$ cat config.mk
export PLATFORM = sky130hd
export DESIGN_NAME = lios_top
export DESIGN_NICKNAME = d
export VERILOG_FILES = /design/src/core/lios_pkg.sv /design/src/core/lios_top.sv
export VERILOG_INCLUDE_DIRS = /design/src /design/src/core
export SDC_FILE = /design/constraint.sdc
export NUM_CORES = 1
export LEC_CHECK = 0
export ABC_AREA = 0
export BUFFER_PORTS_ARGS = -buffer_cell sky130_fd_sc_hd__buf_4
export CAP_MARGIN = 5
export CELL_PAD_IN_SITES_DETAIL_PLACEMENT = 1
export CELL_PAD_IN_SITES_GLOBAL_PLACEMENT = 1
export CORE_MARGIN = 5
export CORE_UTILIZATION = 46
export CTS_CLUSTER_SIZE = 24
export DETAILED_ROUTE_END_ITERATION = 10
export PLACE_DENSITY_LB_ADDON = 0.3
export SLEW_MARGIN = 10
export SYNTH_ARGS = -nofsm -noshare
export SYNTH_HDL_FRONTEND = slang
export SYNTH_SLANG_ARGS = --single-unit
$ cat constraint.sdc
create_clock -name core_clk_i -period 2.6 [get_ports core_clk_i]
set_input_delay 0.26 -clock core_clk_i [delete_from_list [all_inputs] [get_ports core_clk_i]]
set_output_delay 0.26 -clock core_clk_i [all_outputs]
set_load 0.005 [all_outputs]
$ cat src/core/lios_map.svh
// Labeller supervisor constants
`ifndef LIOS_MAP_SVH
`define LIOS_MAP_SVH

// Register byte addresses
`define LIOS_ADDR_CTRL 8'h00
`define LIOS_ADDR_SPACING 8'h04
`define LIOS_ADDR_FLAP_DLY 8'h08
`define LIOS_ADDR_ACK 8'h0C
`define LIOS_ADDR_CAUSE 8'h10
`define LIOS_ADDR_STATUS 8'h14
`define LIOS_ADDR_MEAS 8'h18
`define LIOS_ADDR_GOODS 8'h1C
`define LIOS_ADDR_EVENTS 8'h20

// Control register fields
`define LIOS_CTRL_MODE_LSB 0
`define LIOS_CTRL_FLAP_EN 2
`define LIOS_CTRL_ISOLATED_DISPENSE_OUT_INV 3
`define LIOS_CTRL_CNT_EXT 4
`define LIOS_CTRL_NONSTOP 5
`define LIOS_CTRL_RUN_KEY 6
`define LIOS_CTRL_NSO 7

// Acknowledge register fields
`define LIOS_ACK_ENTER 0

// Reset values
`define LIOS_CTRL_RST 8'h04
`define LIOS_SPACING_RST 8'h0A
`define LIOS_FLAP_DLY_RST 16'h0064

// Scanner spacing limits in millimetres
`define LIOS_SPACING_MIN 8'h0A
`define LIOS_SPACING_MAX 8'h64

// One millisecond in 25 ns cycles
`define LIOS_TICK_CYC 40000

// Glitch filter length in cycles
`define LIOS_FILT_LEN 4'h4

`endif

$ cat src/core/lios_pkg.sv
// Labeller supervisor types
package lios_pkg;

  // Speed measurement modes
  typedef enum logic [1:0] {
    LIOS_FIXED = 2'h0,
    LIOS_MEASURE = 2'h1,
    LIOS_INCR = 2'h3
  } lios_mode_type;

  // Measuring scanner states, Gray coded
  typedef enum logic [1:0] {
    LIOS_M_IDLE = 2'h0,
    LIOS_M_RUN = 2'h1,
    LIOS_M_DONE = 2'h3
  } lios_meas_type;

endpackage

$ cat src/core/lios_top.sv
// Labeller input and output supervisor top level
//
// Summary of operation
// - Driver fault stops the motor, drops healthy flag.
// - Driver faults latch until power-on reset.
// - Four fault flags; healthy only when fault free.
// - Dispense-active high while motor turns and no driver fault is latched.
// - Door rises with dispense-active.
// - Door falls a programmed delay after dispense ends.
// - Dispense during the delay keeps door on.
// - Door enable bit; disabled door stays off.
// - Goods detect finds goods; speed scanner only measures.
// - Fixed mode ignores the scanner.
// - Measuring mode times scanner to goods detect; spacing 10..100 mm.
// - Incremental mode counts scanner pulses as encoder.
// - Goods-count pulses counted in nonstop or external mode.
// - External stop toggles run like the key.
// - Toggle keeps goods count and errors.
// - Label edge, roller lock, paper end, printer ready and roll inputs are active low.
// - Printer ready inhibits labelling, raises an error.
// - Label edge bypasses the filter.
// - Roller lock or paper end reports traction fault.
// - Roll low and take-up full are winder warnings.
// - Energized relay closes make, released closes break.
// - Run relay while running; alarm relays while pending.
// - Enter clears an alarm only once its cause is gone.
// - Isolated copy of dispense-active, optionally inverted.
// - Step clock driven out on its own output.
//
// Design decisions made here: the strobed register port and the register offsets.
`timescale 1ns/1ps
`default_nettype none
`include "lios_map.svh"

module lios_top (
  input wire logic core_clk_i, // Clock
  input wire logic rst_n_i, // Reset
  input wire logic [7:0] addr_i, // Address
  input wire logic [15:0] wdata_i, // Write data
  input wire logic wr_i, // Write strobe
  input wire logic rd_i, // Read strobe
  output logic [15:0] rdata_o, // Read data
  input wire logic flt_short_i, // Phase short
  input wire logic flt_temp_i, // Overtemperature
  input wire logic flt_ovolt_i, // Overvoltage
  input wire logic flt_uvolt_i, // Undervoltage
  input wire logic motor_turn_i, // Dispensing
  input wire logic motor_step_i, // Step clock
  input wire logic speed_scanner_input_i, // Scanner
  input wire logic goods_detect_input_i, // Goods
  input wire logic goods_count_input_i, // Count
  input wire logic nonstop_link_in_i, // Link in
  input wire logic ext_stop_i, // Run/stop
  input wire logic label_edge_input_n_i, // Label edge
  input wire logic traction_lock_n_i, // Roller lock
  input wire logic paper_end_n_i, // Paper end
  input wire logic printer_ready_n_i, // Printer ready
  input wire logic supply_roll_low_n_i, // Roll low
  input wire logic takeup_roll_full_n_i, // Take-up full
  output logic motor_enable_o, // Motor on
  output logic driver_healthy_flag_o, // No fault
  output logic [3:0] driver_fault_o, // Fault flags
  output logic dispense_active_o, // Dispensing
  output logic door_actuator_o, // Door drive
  output logic step_clock_o, // Step clock
  output logic nonstop_link_out_o, // Link out
  output logic isolated_dispense_out_o, // Dispense copy
  output logic label_edge_o, // Label edge
  output logic labelling_inhibit_o, // Inhibit
  output logic run_relay_make_o, // Run make
  output logic run_relay_break_o, // Run break
  output logic warning_relay_make_o, // Warning make
  output logic warning_relay_break_o, // Warning break
  output logic error_relay_make_o, // Error make
  output logic error_relay_break_o, // Error break
  output logic goods_pulse_o // Goods pulse
);

  ////////////////////////////////////////////////////////////////////////
  // Input conditioning

  localparam int NIN = 11;
  logic [NIN-1:0] raw_in;
  logic [NIN-1:0] sync1_ff;
  logic [NIN-1:0] sync2_ff;
  logic [NIN-1:0] filt_ff;
  logic [NIN-1:0] filt_d_ff;
  logic [NIN-1:0] rise;

  // Active-low sensors inverted to active high
  assign raw_in = {~label_edge_input_n_i, ~traction_lock_n_i,
                   ~paper_end_n_i, ~printer_ready_n_i,
                   ~supply_roll_low_n_i, ~takeup_roll_full_n_i,
                   speed_scanner_input_i, goods_detect_input_i,
                   goods_count_input_i, nonstop_link_in_i, ext_stop_i};

  // Two-stage synchronisers
  always_ff @(posedge core_clk_i)
  begin
    if (!rst_n_i)
    begin
      sync1_ff <= '0;
      sync2_ff <= '0;
    end
    else
    begin
      sync1_ff <= raw_in;
      sync2_ff <= sync1_ff;
    end
  end

  // Glitch filter per input; label edge bypasses it for low latency
  genvar gi;
  generate
    for (gi = 0; gi < NIN; gi++)
    begin : g_filt
      logic [3:0] cnt_ff;
      always_ff @(posedge core_clk_i)
      begin
        if (!rst_n_i)
        begin
          cnt_ff <= 4'h0;
          filt_ff[gi] <= 1'b0;
        end
        else if (gi == NIN - 1)
        begin
          cnt_ff <= 4'h0;
          filt_ff[gi] <= sync2_ff[gi];
        end
        else if (sync2_ff[gi] == filt_ff[gi])
          cnt_ff <= 4'h0;
        else if (cnt_ff == `LIOS_FILT_LEN - 4'h1)
        begin
          cnt_ff <= 4'h0;
          filt_ff[gi] <= sync2_ff[gi];
        end
        else
          cnt_ff <= cnt_ff + 4'h1;
      end
    end
  endgenerate

  // Delayed copy for edge detection
  always_ff @(posedge core_clk_i)
  begin
    if (!rst_n_i)
      filt_d_ff <= '0;
    else
      filt_d_ff <= filt_ff;
  end
  assign rise = filt_ff & ~filt_d_ff;

  // Named conditioned inputs
  logic lab_edge, trac_lock, paper_end, ready_act, roll_low, roll_full;
  logic spd_rise, gd_rise, gc_rise, stop_rise;
  assign lab_edge = filt_ff[10];
  assign trac_lock = filt_ff[9];
  assign paper_end = filt_ff[8];
  assign ready_act = filt_ff[7];
  assign roll_low = filt_ff[6];
  assign roll_full = filt_ff[5];
  assign spd_rise = rise[4];
  assign gd_rise = rise[3];
  assign gc_rise = rise[2];
  assign stop_rise = rise[0];

  ////////////////////////////////////////////////////////////////////////
  // Register file

  logic [7:0] ctrl_ff;
  logic [7:0] spacing_ff;
  logic [15:0] flap_dly_ff;
  logic run_ff;
  logic enter_ack;
  lios_pkg::lios_mode_type mode;
  assign mode = lios_pkg::lios_mode_type'(ctrl_ff[`LIOS_CTRL_MODE_LSB +: 2]);
  assign enter_ack = wr_i && (addr_i == `LIOS_ADDR_ACK)
                     && wdata_i[`LIOS_ACK_ENTER];

  // Spacing clamped into its legal range
  function automatic logic [7:0] clamp_sp(input logic [7:0] v);
    if (v < `LIOS_SPACING_MIN)
      clamp_sp = `LIOS_SPACING_MIN;
    else if (v > `LIOS_SPACING_MAX)
      clamp_sp = `LIOS_SPACING_MAX;
    else
      clamp_sp = v;
  endfunction

  // Configuration writes
  always_ff @(posedge core_clk_i)
  begin
    if (!rst_n_i)
    begin
      ctrl_ff <= `LIOS_CTRL_RST;
      spacing_ff <= `LIOS_SPACING_RST;
      flap_dly_ff <= `LIOS_FLAP_DLY_RST;
    end
    else if (wr_i)
    begin
      if (addr_i == `LIOS_ADDR_CTRL)
        ctrl_ff <= wdata_i[7:0];
      else if (addr_i == `LIOS_ADDR_SPACING)
        spacing_ff <= clamp_sp(wdata_i[7:0]);
      else if (addr_i == `LIOS_ADDR_FLAP_DLY)
        flap_dly_ff <= wdata_i;
    end
  end

  ////////////////////////////////////////////////////////////////////////
  // Driver fault latch

  logic [3:0] flt_ff;
  always_ff @(posedge core_clk_i)
  begin
    if (!rst_n_i)
      flt_ff <= 4'h0;
    else // Only power-on reset clears
      flt_ff <= flt_ff | {flt_uvolt_i, flt_ovolt_i,
                          flt_temp_i, flt_short_i};
  end

  ////////////////////////////////////////////////////////////////////////
  // Run/stop and alarms

  logic trac_flt, err_cause, warn_cause, err_pend_ff, warn_pend_ff;
  assign trac_flt = trac_lock | paper_end;
  assign err_cause = ready_act | trac_flt | (|flt_ff);
  assign warn_cause = roll_low | roll_full;

  // Run state toggled by stop edge or key write
  always_ff @(posedge core_clk_i)
  begin
    if (!rst_n_i)
      run_ff <= 1'b0;
    else if (stop_rise)
      run_ff <= ~run_ff;
    else if (wr_i && addr_i == `LIOS_ADDR_CTRL && wdata_i[`LIOS_CTRL_RUN_KEY])
      run_ff <= ~run_ff;
  end

  // Pending alarms; cause wins over enter
  always_ff @(posedge core_clk_i)
  begin
    if (!rst_n_i)
    begin
      err_pend_ff <= 1'b0;
      warn_pend_ff <= 1'b0;
    end
    else
    begin
      if (err_cause)
        err_pend_ff <= 1'b1;
      else if (enter_ack)
        err_pend_ff <= 1'b0;
      if (warn_cause)
        warn_pend_ff <= 1'b1;
      else if (enter_ack)
        warn_pend_ff <= 1'b0;
    end
  end

  ////////////////////////////////////////////////////////////////////////
  // Speed measurement and goods counting

  logic [15:0] meas_cnt_ff, meas_val_ff, goods_cnt_ff, events_ff, tick_ff;
  lios_pkg::lios_meas_type mst_ff;
  localparam logic [15:0] TICK = 16'(`LIOS_TICK_CYC);

  // Millisecond tick
  always_ff @(posedge core_clk_i)
  begin
    if (!rst_n_i || tick_ff == TICK - 16'h1)
      tick_ff <= 16'h0;
    else
      tick_ff <= tick_ff + 16'h1;
  end

  // Measuring interval or encoder pulses per tick
  always_ff @(posedge core_clk_i)
  begin
    if (!rst_n_i)
    begin
      mst_ff <= lios_pkg::LIOS_M_IDLE;
      meas_cnt_ff <= 16'h0;
      meas_val_ff <= 16'h0;
    end
    else
    begin
      case (mode)
        lios_pkg::LIOS_MEASURE:
        begin
          case (mst_ff)
            lios_pkg::LIOS_M_IDLE:
              if (spd_rise)
              begin
                mst_ff <= lios_pkg::LIOS_M_RUN;
                meas_cnt_ff <= 16'h0;
              end
            lios_pkg::LIOS_M_RUN:
              if (gd_rise)
              begin
                meas_val_ff <= meas_cnt_ff;
                mst_ff <= lios_pkg::LIOS_M_DONE;
              end
              else if (meas_cnt_ff != 16'hFFFF)
                meas_cnt_ff <= meas_cnt_ff + 16'h1;
            default:
              mst_ff <= lios_pkg::LIOS_M_IDLE;
          endcase
        end
        lios_pkg::LIOS_INCR:
        begin
          mst_ff <= lios_pkg::LIOS_M_IDLE;
          if (tick_ff == TICK - 16'h1)
          begin
            meas_val_ff <= meas_cnt_ff + {15'h0, spd_rise};
            meas_cnt_ff <= 16'h0;
          end
          else if (spd_rise)
            meas_cnt_ff <= meas_cnt_ff + 16'h1;
        end
        default: // Fixed speed: scanner ignored
        begin
          mst_ff <= lios_pkg::LIOS_M_IDLE;
          meas_cnt_ff <= 16'h0;
        end
      endcase
    end
  end

  // Goods and event counters
  always_ff @(posedge core_clk_i)
  begin
    if (!rst_n_i)
    begin
      goods_cnt_ff <= 16'h0;
      events_ff <= 16'h0;
      goods_pulse_o <= 1'b0;
    end
    else
    begin
      goods_pulse_o <= gd_rise;
      if (gd_rise)
        goods_cnt_ff <= goods_cnt_ff + 16'h1;
      if (gc_rise && (ctrl_ff[`LIOS_CTRL_NONSTOP] ||
                      ctrl_ff[`LIOS_CTRL_CNT_EXT]))
        events_ff <= events_ff + 16'h1;
    end
  end

  ////////////////////////////////////////////////////////////////////////
  // Dispense and door actuator

  logic [15:0] dly_ms_ff;
  logic feed;
  assign feed = motor_turn_i && !(|flt_ff);

  always_ff @(posedge core_clk_i)
  begin
    if (!rst_n_i)
    begin
      dispense_active_o <= 1'b0;
      door_actuator_o <= 1'b0;
      isolated_dispense_out_o <= 1'b0;
      step_clock_o <= 1'b0;
      dly_ms_ff <= 16'h0;
    end
    else
    begin
      dispense_active_o <= feed;
      isolated_dispense_out_o <= feed ^ ctrl_ff[`LIOS_CTRL_ISOLATED_DISPENSE_OUT_INV];
      step_clock_o <= motor_step_i && feed;
      if (!ctrl_ff[`LIOS_CTRL_FLAP_EN])
      begin
        door_actuator_o <= 1'b0;
        dly_ms_ff <= 16'h0;
      end
      else if (feed)
      begin
        door_actuator_o <= 1'b1;
        dly_ms_ff <= flap_dly_ff;
      end
      else if (dly_ms_ff == 16'h0)
        door_actuator_o <= 1'b0;
      else if (tick_ff == TICK - 16'h1)
        dly_ms_ff <= dly_ms_ff - 16'h1;
    end
  end

  ////////////////////////////////////////////////////////////////////////
  // Status outputs and relays

  always_ff @(posedge core_clk_i)
  begin
    if (!rst_n_i)
    begin
      motor_enable_o <= 1'b0;
      driver_healthy_flag_o <= 1'b0;
      driver_fault_o <= 4'h0;
      label_edge_o <= 1'b0;
      labelling_inhibit_o <= 1'b1;
      nonstop_link_out_o <= 1'b0;
      run_relay_make_o <= 1'b0;
      run_relay_break_o <= 1'b1;
      warning_relay_make_o <= 1'b0;
      warning_relay_break_o <= 1'b1;
      error_relay_make_o <= 1'b0;
      error_relay_break_o <= 1'b1;
    end
    else
    begin
      motor_enable_o <= !(|flt_ff) && !(|{flt_uvolt_i, flt_ovolt_i,
                        flt_temp_i, flt_short_i});
      driver_healthy_flag_o <= !(|flt_ff) && !(|{flt_uvolt_i,
                               flt_ovolt_i, flt_temp_i, flt_short_i});
      driver_fault_o <= flt_ff;
      label_edge_o <= lab_edge;
      labelling_inhibit_o <= ready_act || !run_ff || (|flt_ff);
      nonstop_link_out_o <= ctrl_ff[`LIOS_CTRL_NSO];
      run_relay_make_o <= run_ff;
      run_relay_break_o <= !run_ff;
      warning_relay_make_o <= warn_pend_ff;
      warning_relay_break_o <= !warn_pend_ff;
      error_relay_make_o <= err_pend_ff;
      error_relay_break_o <= !err_pend_ff;
    end
  end

  ////////////////////////////////////////////////////////////////////////
  // Read port

  always_ff @(posedge core_clk_i)
  begin
    if (!rst_n_i || !rd_i)
      rdata_o <= 16'h0;
    else if (addr_i == `LIOS_ADDR_CTRL)
      rdata_o <= {8'h0, ctrl_ff};
    else if (addr_i == `LIOS_ADDR_SPACING)
      rdata_o <= {8'h0, spacing_ff};
    else if (addr_i == `LIOS_ADDR_FLAP_DLY)
      rdata_o <= flap_dly_ff;
    else if (addr_i == `LIOS_ADDR_CAUSE)
      rdata_o <= {7'h0, lab_edge, trac_lock, paper_end, ready_act,
                  roll_low, roll_full, trac_flt, err_cause, warn_cause};
    else if (addr_i == `LIOS_ADDR_STATUS)
      rdata_o <= {9'h0, run_ff, warn_pend_ff, err_pend_ff, flt_ff};
    else if (addr_i == `LIOS_ADDR_MEAS)
      rdata_o <= meas_val_ff;
    else if (addr_i == `LIOS_ADDR_GOODS)
      rdata_o <= goods_cnt_ff;
    else if (addr_i == `LIOS_ADDR_EVENTS)
      rdata_o <= events_ff;
    else
      rdata_o <= 16'h0;
  end

endmodule

`default_nettype wire

After elaboration in Yosys (flattened, before gate mapping)
Cells that the tools add are included.
{"block": "word_totals", "word_cells": 241, "out_inout_bits": 36, "ff_bits": 250}
{"block": "classes", "n_mux": 34, "n_eq_ne": 44, "bitwise_logic": 28, "n_lt_le_gt_ge": 2, "n_reduce_logical": 61, "addsub": 16}
{"operator": "16-bit two-way mux", "n": 17}
{"operator": "16-bit case mux with 2 select lines", "n": 3}
{"operator": "16-bit by 1-bit adder with 16-bit output (second input constant)", "n": 4}
{"operator": "4-bit by 1-bit adder with 4-bit output (second input constant)", "n": 10}
{"operator": "4-bit by 2-bit == test with 1-bit output (second input constant)", "n": 10}
{"operator": "3-bit OR reduction", "n": 11}
{"operator": "8-bit by 5-bit == test with 1-bit output (second input constant)", "n": 4}
{"operator": "8-bit two-way mux", "n": 4}
{"operator": "2-bit AND reduction", "n": 15}
{"operator": "1-bit NOT", "n": 20}
{"operator": "16-bit by 1-bit adder with 16-bit output", "n": 1}
{"operator": "16-bit == test (second input constant)", "n": 1}
{"operator": "8-bit by 4-bit == test with 1-bit output (second input constant)", "n": 2}
{"operator": "16-bit zero test", "n": 1}
{"operator": "16-bit inequality test (second input constant)", "n": 1}
{"operator": "16-bit by 1-bit subtractor with 16-bit output (second input constant)", "n": 1}
{"operator": "3-bit inequality test (second input constant)", "n": 4}
{"operator": "2-bit nonzero test", "n": 6}
{"operator": "1-bit == test", "n": 10}
{"operator": "2-bit inequality test (second input constant)", "n": 5}
{"operator": "8-bit by 3-bit == test with 1-bit output (second input constant)", "n": 1}
{"operator": "8-bit by 6-bit == test with 1-bit output (second input constant)", "n": 1}
{"operator": "8-bit by 7-bit > comparator with 1-bit output (second input constant)", "n": 1}
{"operator": "1-bit logical AND", "n": 8}
{"operator": "other kinds (21)", "n": 44}

Depth between registers and ports, before layout
{"block": "logic_depth", "depth_word": 9, "ltp_mapped": 8, "ltp_nobuf": 8}

Worst setup path after synthesis
OpenSTA, ideal clock, no wires.
{"block": "synth_timing", "kind": "register -> register", "from": "register tick_ff[8]", "to": "register dly_ms_ff[11]", "t_arrival_ps": 2133, "stages_incl_launch_ff": 7, "path_buffers": 1, "setup_slack_ps": 350, "cell_sequence": "dfxtp_1 or4b_4 or4_4 buf_6 nor4_1 mux2i_1 nand2_1"}
{"block": "synth_between", "elab_chain_cells": 3}
{"element": "start, declared", "line_no": "lios_top.sv:266", "text": "logic [15:0] meas_cnt_ff, meas_val_ff, goods_cnt_ff, events_ff, tick_ff;"}
{"element": "start signal, assigned", "line_no": "lios_top.sv:276", "text": "tick_ff <= tick_ff + 16'h1;"}
{"element": "16-bit == test", "line_no": "lios_top.sv:386", "text": "else if (tick_ff == TICK - 16'h1)"}
{"element": "2-bit nonzero test (no source line)"}
{"element": "2-bit AND reduction (no source line)"}
{"element": "end signal, assigned", "line_no": "lios_top.sv:382", "text": "dly_ms_ff <= flap_dly_ff;"}
{"element": "end signal, assigned", "line_no": "lios_top.sv:387", "text": "dly_ms_ff <= dly_ms_ff - 16'h1;"}
{"element": "end, declared", "line_no": "lios_top.sv:355", "text": "logic [15:0] dly_ms_ff;"}
No other way between the ends.
A chain may end at the register's enable or synchronous reset.

Worst setup path in the final report
{"block": "layout_timing", "from": "register tick_ff[8]", "to": "register meas_val_ff[0]"}
{"block": "layout_between", "elab_chain_cells": 3}
{"element": "16-bit == test", "line_no": "lios_top.sv:315", "text": "if (tick_ff == TICK - 16'h1)"}
{"element": "2-bit inequality test (no source line)"}
{"element": "4-bit AND reduction (no source line)"}
{"element": "end signal, assigned", "line_no": "lios_top.sv:303", "text": "meas_val_ff <= meas_cnt_ff;"}
{"element": "end signal, assigned", "line_no": "lios_top.sv:317", "text": "meas_val_ff <= meas_cnt_ff + {15'h0, spd_rise};"}
{"element": "end, declared", "line_no": "lios_top.sv:266"}
No other way between the ends.

==> summary.md <==
| Metric | Value |
|---|---|
| Outcome | finished, final reports clean |
| Post-synth EDFFs | 0 |
| Worst Path Buf+Inv | 1 |
| FF+latch area | 4840 um2 |
| WHS Path Cells | 3 |
| Hold WC Path Type | input pin to register |
| Seq/Total Area, Yosys | 45.6% |
| Commonest non-fill, non-tap cell in the layout | dfxtp_1 |
| Antenna violations before repair | 0 |
| Total routed wirelength | 32400 um |
| Buffers added on ports | just under 80 |
| Tot Pwr | roughly 8.2 mW |
| Startpoint types | register |
| Ant. Diodes | 0 |
| Global-route wire length before repair | 51900 um |
| Tcrit/Tclk final | 91.9% |
| Gr ovfl total | 0 |
| P&R area growth vs syn | 19.8% |
| Met3 Usage GRT | 3.07% |
| Final nets | 1392 |
| Top Ports | 81 |
| # setup viols final | 0 |
| CTS tree | built |
| Synth warn | 0 |
| Sw frac | 22.2% |
| Vias in the first global route | 9884 |
| Clock Skew | ~0.0078 ns |
| Logic pwr share | between 5 and 6% |
| DRT Pass-1 Iters | 5 |
| Clock buffer depth | 3 |
| Largest delay share family, worst path | simple AND/OR/NAND/NOR gates |
| Num CTS Buffers | 26 |
| Avg WL per Cell | 19.9 um |
| Syn nets | 1292 |
| Crit path time final | 2.39 ns |
| Height of the die | around 160 um |
| RR Startpoint | tick_ff[8] |
| Grt met2 use | 41.7% |
| Worst flop-to-flop path endpoint | meas_val_ff[0] |
| DP HPWL | 22500 um |
| Root Driver | clkbuf_16 |
| CP arrival | 2.82 ns |
| Final Hold Fails | 0 |
| Slowest stage delay, CP | approximately 0.66 ns |
| Number of max-cap violations | 0 |
| DRC violation count after routing | 0 |
| R2r setup slk | 0.21 ns |
| Worst hold endpoint | flap_dly_ff[15] |
| Most frequent cells in the layout | dfxtp_1 (242), nor2_1 (163), nand2_1 (135), buf_4 (106), a21oi_1 (72) |
| Crit-path cells | or4b_4 -> or4_4 -> o21ai_4 -> buf_12 -> nor2_1 -> a311oi_1 |
| Syn Inst Count | 1230 |
| Vias per cell | around 6 |
| Multi-input logic area | roughly 5400 um2 |
| CP required | 3.03 ns |
| Die Wd | 162 um |
| FF+latch count, synth | 242 |
| Power density cells | about 650 nW/um2 |
| Switching pwr | about 1.8 mW |
| Relative slew margins | 49.8% |
| Type of the worst setup path | register to register |
| Largest net degree at the start of global routing | 94 |
| DIE AREA | 26200 um2 |
| Max-slew violation count | 0 |
| # fillers | 2659 |
| VDD IR max | 0.456 mV |
| Starting Density | 46.8% |
| Latest clock arrival within the worst-skew pair | about 0.53 ns |
| GRT busiest layer | met2 |
| Peak fanout along the critical path | 32 |
| Met1 usage | 31.7% |
| Reg clk slew, reported paths | 0.06 ns |
| Async SR Flop Fraction | 0% |
| CTS Sinks | ~240 |
| Ratio of cells with drive above 1 in the final layout | a little over an eighth |
| Internal power | 6.41 mW |
| Tightest Pin Transition | around 0.75 ns |
| Placer congestion estimate | 0.919 |
| Overall Global Routing Usage | 24.2% |
| Slowest CP cell | or4_4 |
| Initial drt markers | between 600 and 700 |
| FF-to-FF path depth | 6 |
| RSZ-0062 raised after global routing | no |
| Hold path start | wdata_i[15] |
| Clock Power Share | 48.7% |
| Cell row count | 55 |
| Core area | 22700 um2 |
| Syn Area/Cell | 8.64 um2 |
| Highest clock rate | 0.418 GHz |
| Sequential power share | 46.0% |
| Cell leakage power | 4.81 nW |
| H-tree Lvls | 1 |
| Vias | 9568 |
| Ys flop type | dfxtp_1 |
| Netlist Area Pre-Place | 10600 um2 |
| Setup tns final | 0 ns |
| Antenna-violating nets left | 0 |
| Post-synthesis cell type count | between 70 and 80 |
| Worst setup EP type | register |
## how the worst max path moves through the flow
stage,start,end,cells past startpoint
after floorplan,tick_ff[8],dly_ms_ff[11],6
after global placement,tick_ff[8],dly_ms_ff[11],5
after detailed placement,tick_ff[8],meas_val_ff[0],6
after CTS,tick_ff[8],meas_val_ff[0],6
after global routing,tick_ff[8],meas_val_ff[0],6
final,tick_ff[8],meas_val_ff[0],6
## registers in the layout, indices dropped and copies added, names as in the netlist, 2 cells and up
name and cells:
events_ff 16, spacing_ff 8, flt_ff 4, driver_fault_o 4
sync2_ff 10, g_filt.cnt_ff 36, dly_ms_ff 16, ctrl_ff 8
mst_ff 2, tick_ff 16, sync1_ff 10, meas_val_ff 16
meas_cnt_ff 16, goods_cnt_ff 16, filt_ff 4, filt_d_ff 4
flap_dly_ff 16, rdata_o 16
## what timing repair did
action	in CTS	in global routing
endpoints found under the setup margin	0	0
gates resized for setup	0	0
buffers inserted	0	0
hold buffers	21	0
hold endpoints to repair	22	0
## cell families (layout without fill, tap and decap cells)
family	after synthesis	count (layout)	synth area share (%)
multiplexers	17	17	1.60
AO/OA/AOI/OAI	234	234	14.7
adder cells (fa/ha/maj)	17	17	2.00
AND/OR/NAND/NOR	551	551	25.7
XOR/XNOR	86	86	7.09
buffers and inverters	83	201	3.31
flip-flops	242	242	45.6
## worst min-delay path, delay by kind of cell
family / cells / cell delay, ns
buf+inv: 1 / 0.11
compound gates: 1 / 0.07
simple gates: 1 / 0.05
## Yosys cell counts, types with 14 or more instances
library cell,instances,area (um2)
a211oi_2,14,175
a21oi_1,72,360
a22oi_1,18,135
and2_1,29,181
and3_1,23,144
clkbuf_1,47,176
dfxtp_1,242,4840
ha_1,17,213
inv_1,24,90.1
mux2i_1,17,170
nand2_1,135,507
nand3_1,63,315
nand4_1,18,113
nor2_1,163,612
nor3_1,23,115
nor4_1,14,87.6
o21ai_0,53,265
or3_1,17,106
or4_1,15,113
xnor2_1,37,324
xor2_1,49,429
## routing by layer
metal,wire [um],vias up
met5,0,-
met4,1020,0
met3,1530,72
met2,15600,231
met1,14300,4724
li1,-,4541
## stage by stage
stage	instances	instance area (um2)	utilization, %	hold slack [ns]	worst slack (ns)
6_report	1633	12700	56.1	0.0131	0.210
5_1_grt	1633	12700	56.1	0.0134	0.0689
4_1_cts	1633	12700	56.1	0.00178	0.192
3_5_place_dp	1566	11600	51.0	0.414	0.258
3_3_place_gp	1566	11600	51.0	0.412	0.246
2_1_floorplan	1230	10600	-	0.327	0.350
## area by class of cell
cell class | instances | area share (%)
multi-input cells | 905 | 42.7
clock buffers | 39 | 6.21
repair buffers | 130 | 8.37
inverters | 25 | 0.747
well taps | 285 | 2.80
flip-flops and latches | 242 | 38.1
clock inverters | 7 | 1.08
## power by group through the flow
| stage | clock network (mW) | logic [mW] | registers [mW] |
|---|---|---|---|
| floorplan | 0 | 0.214 | 3.86 |
| global placement | 0 | 0.387 | 3.87 |
| detailed placement | 0 | 0.396 | 3.87 |
| CTS | 4.06 | 0.426 | 3.79 |
| global route | 4.22 | 0.468 | 3.79 |
| finish | 4.01 | 0.432 | 3.79 |
Note: power is estimated with default switching activity, not from simulation.
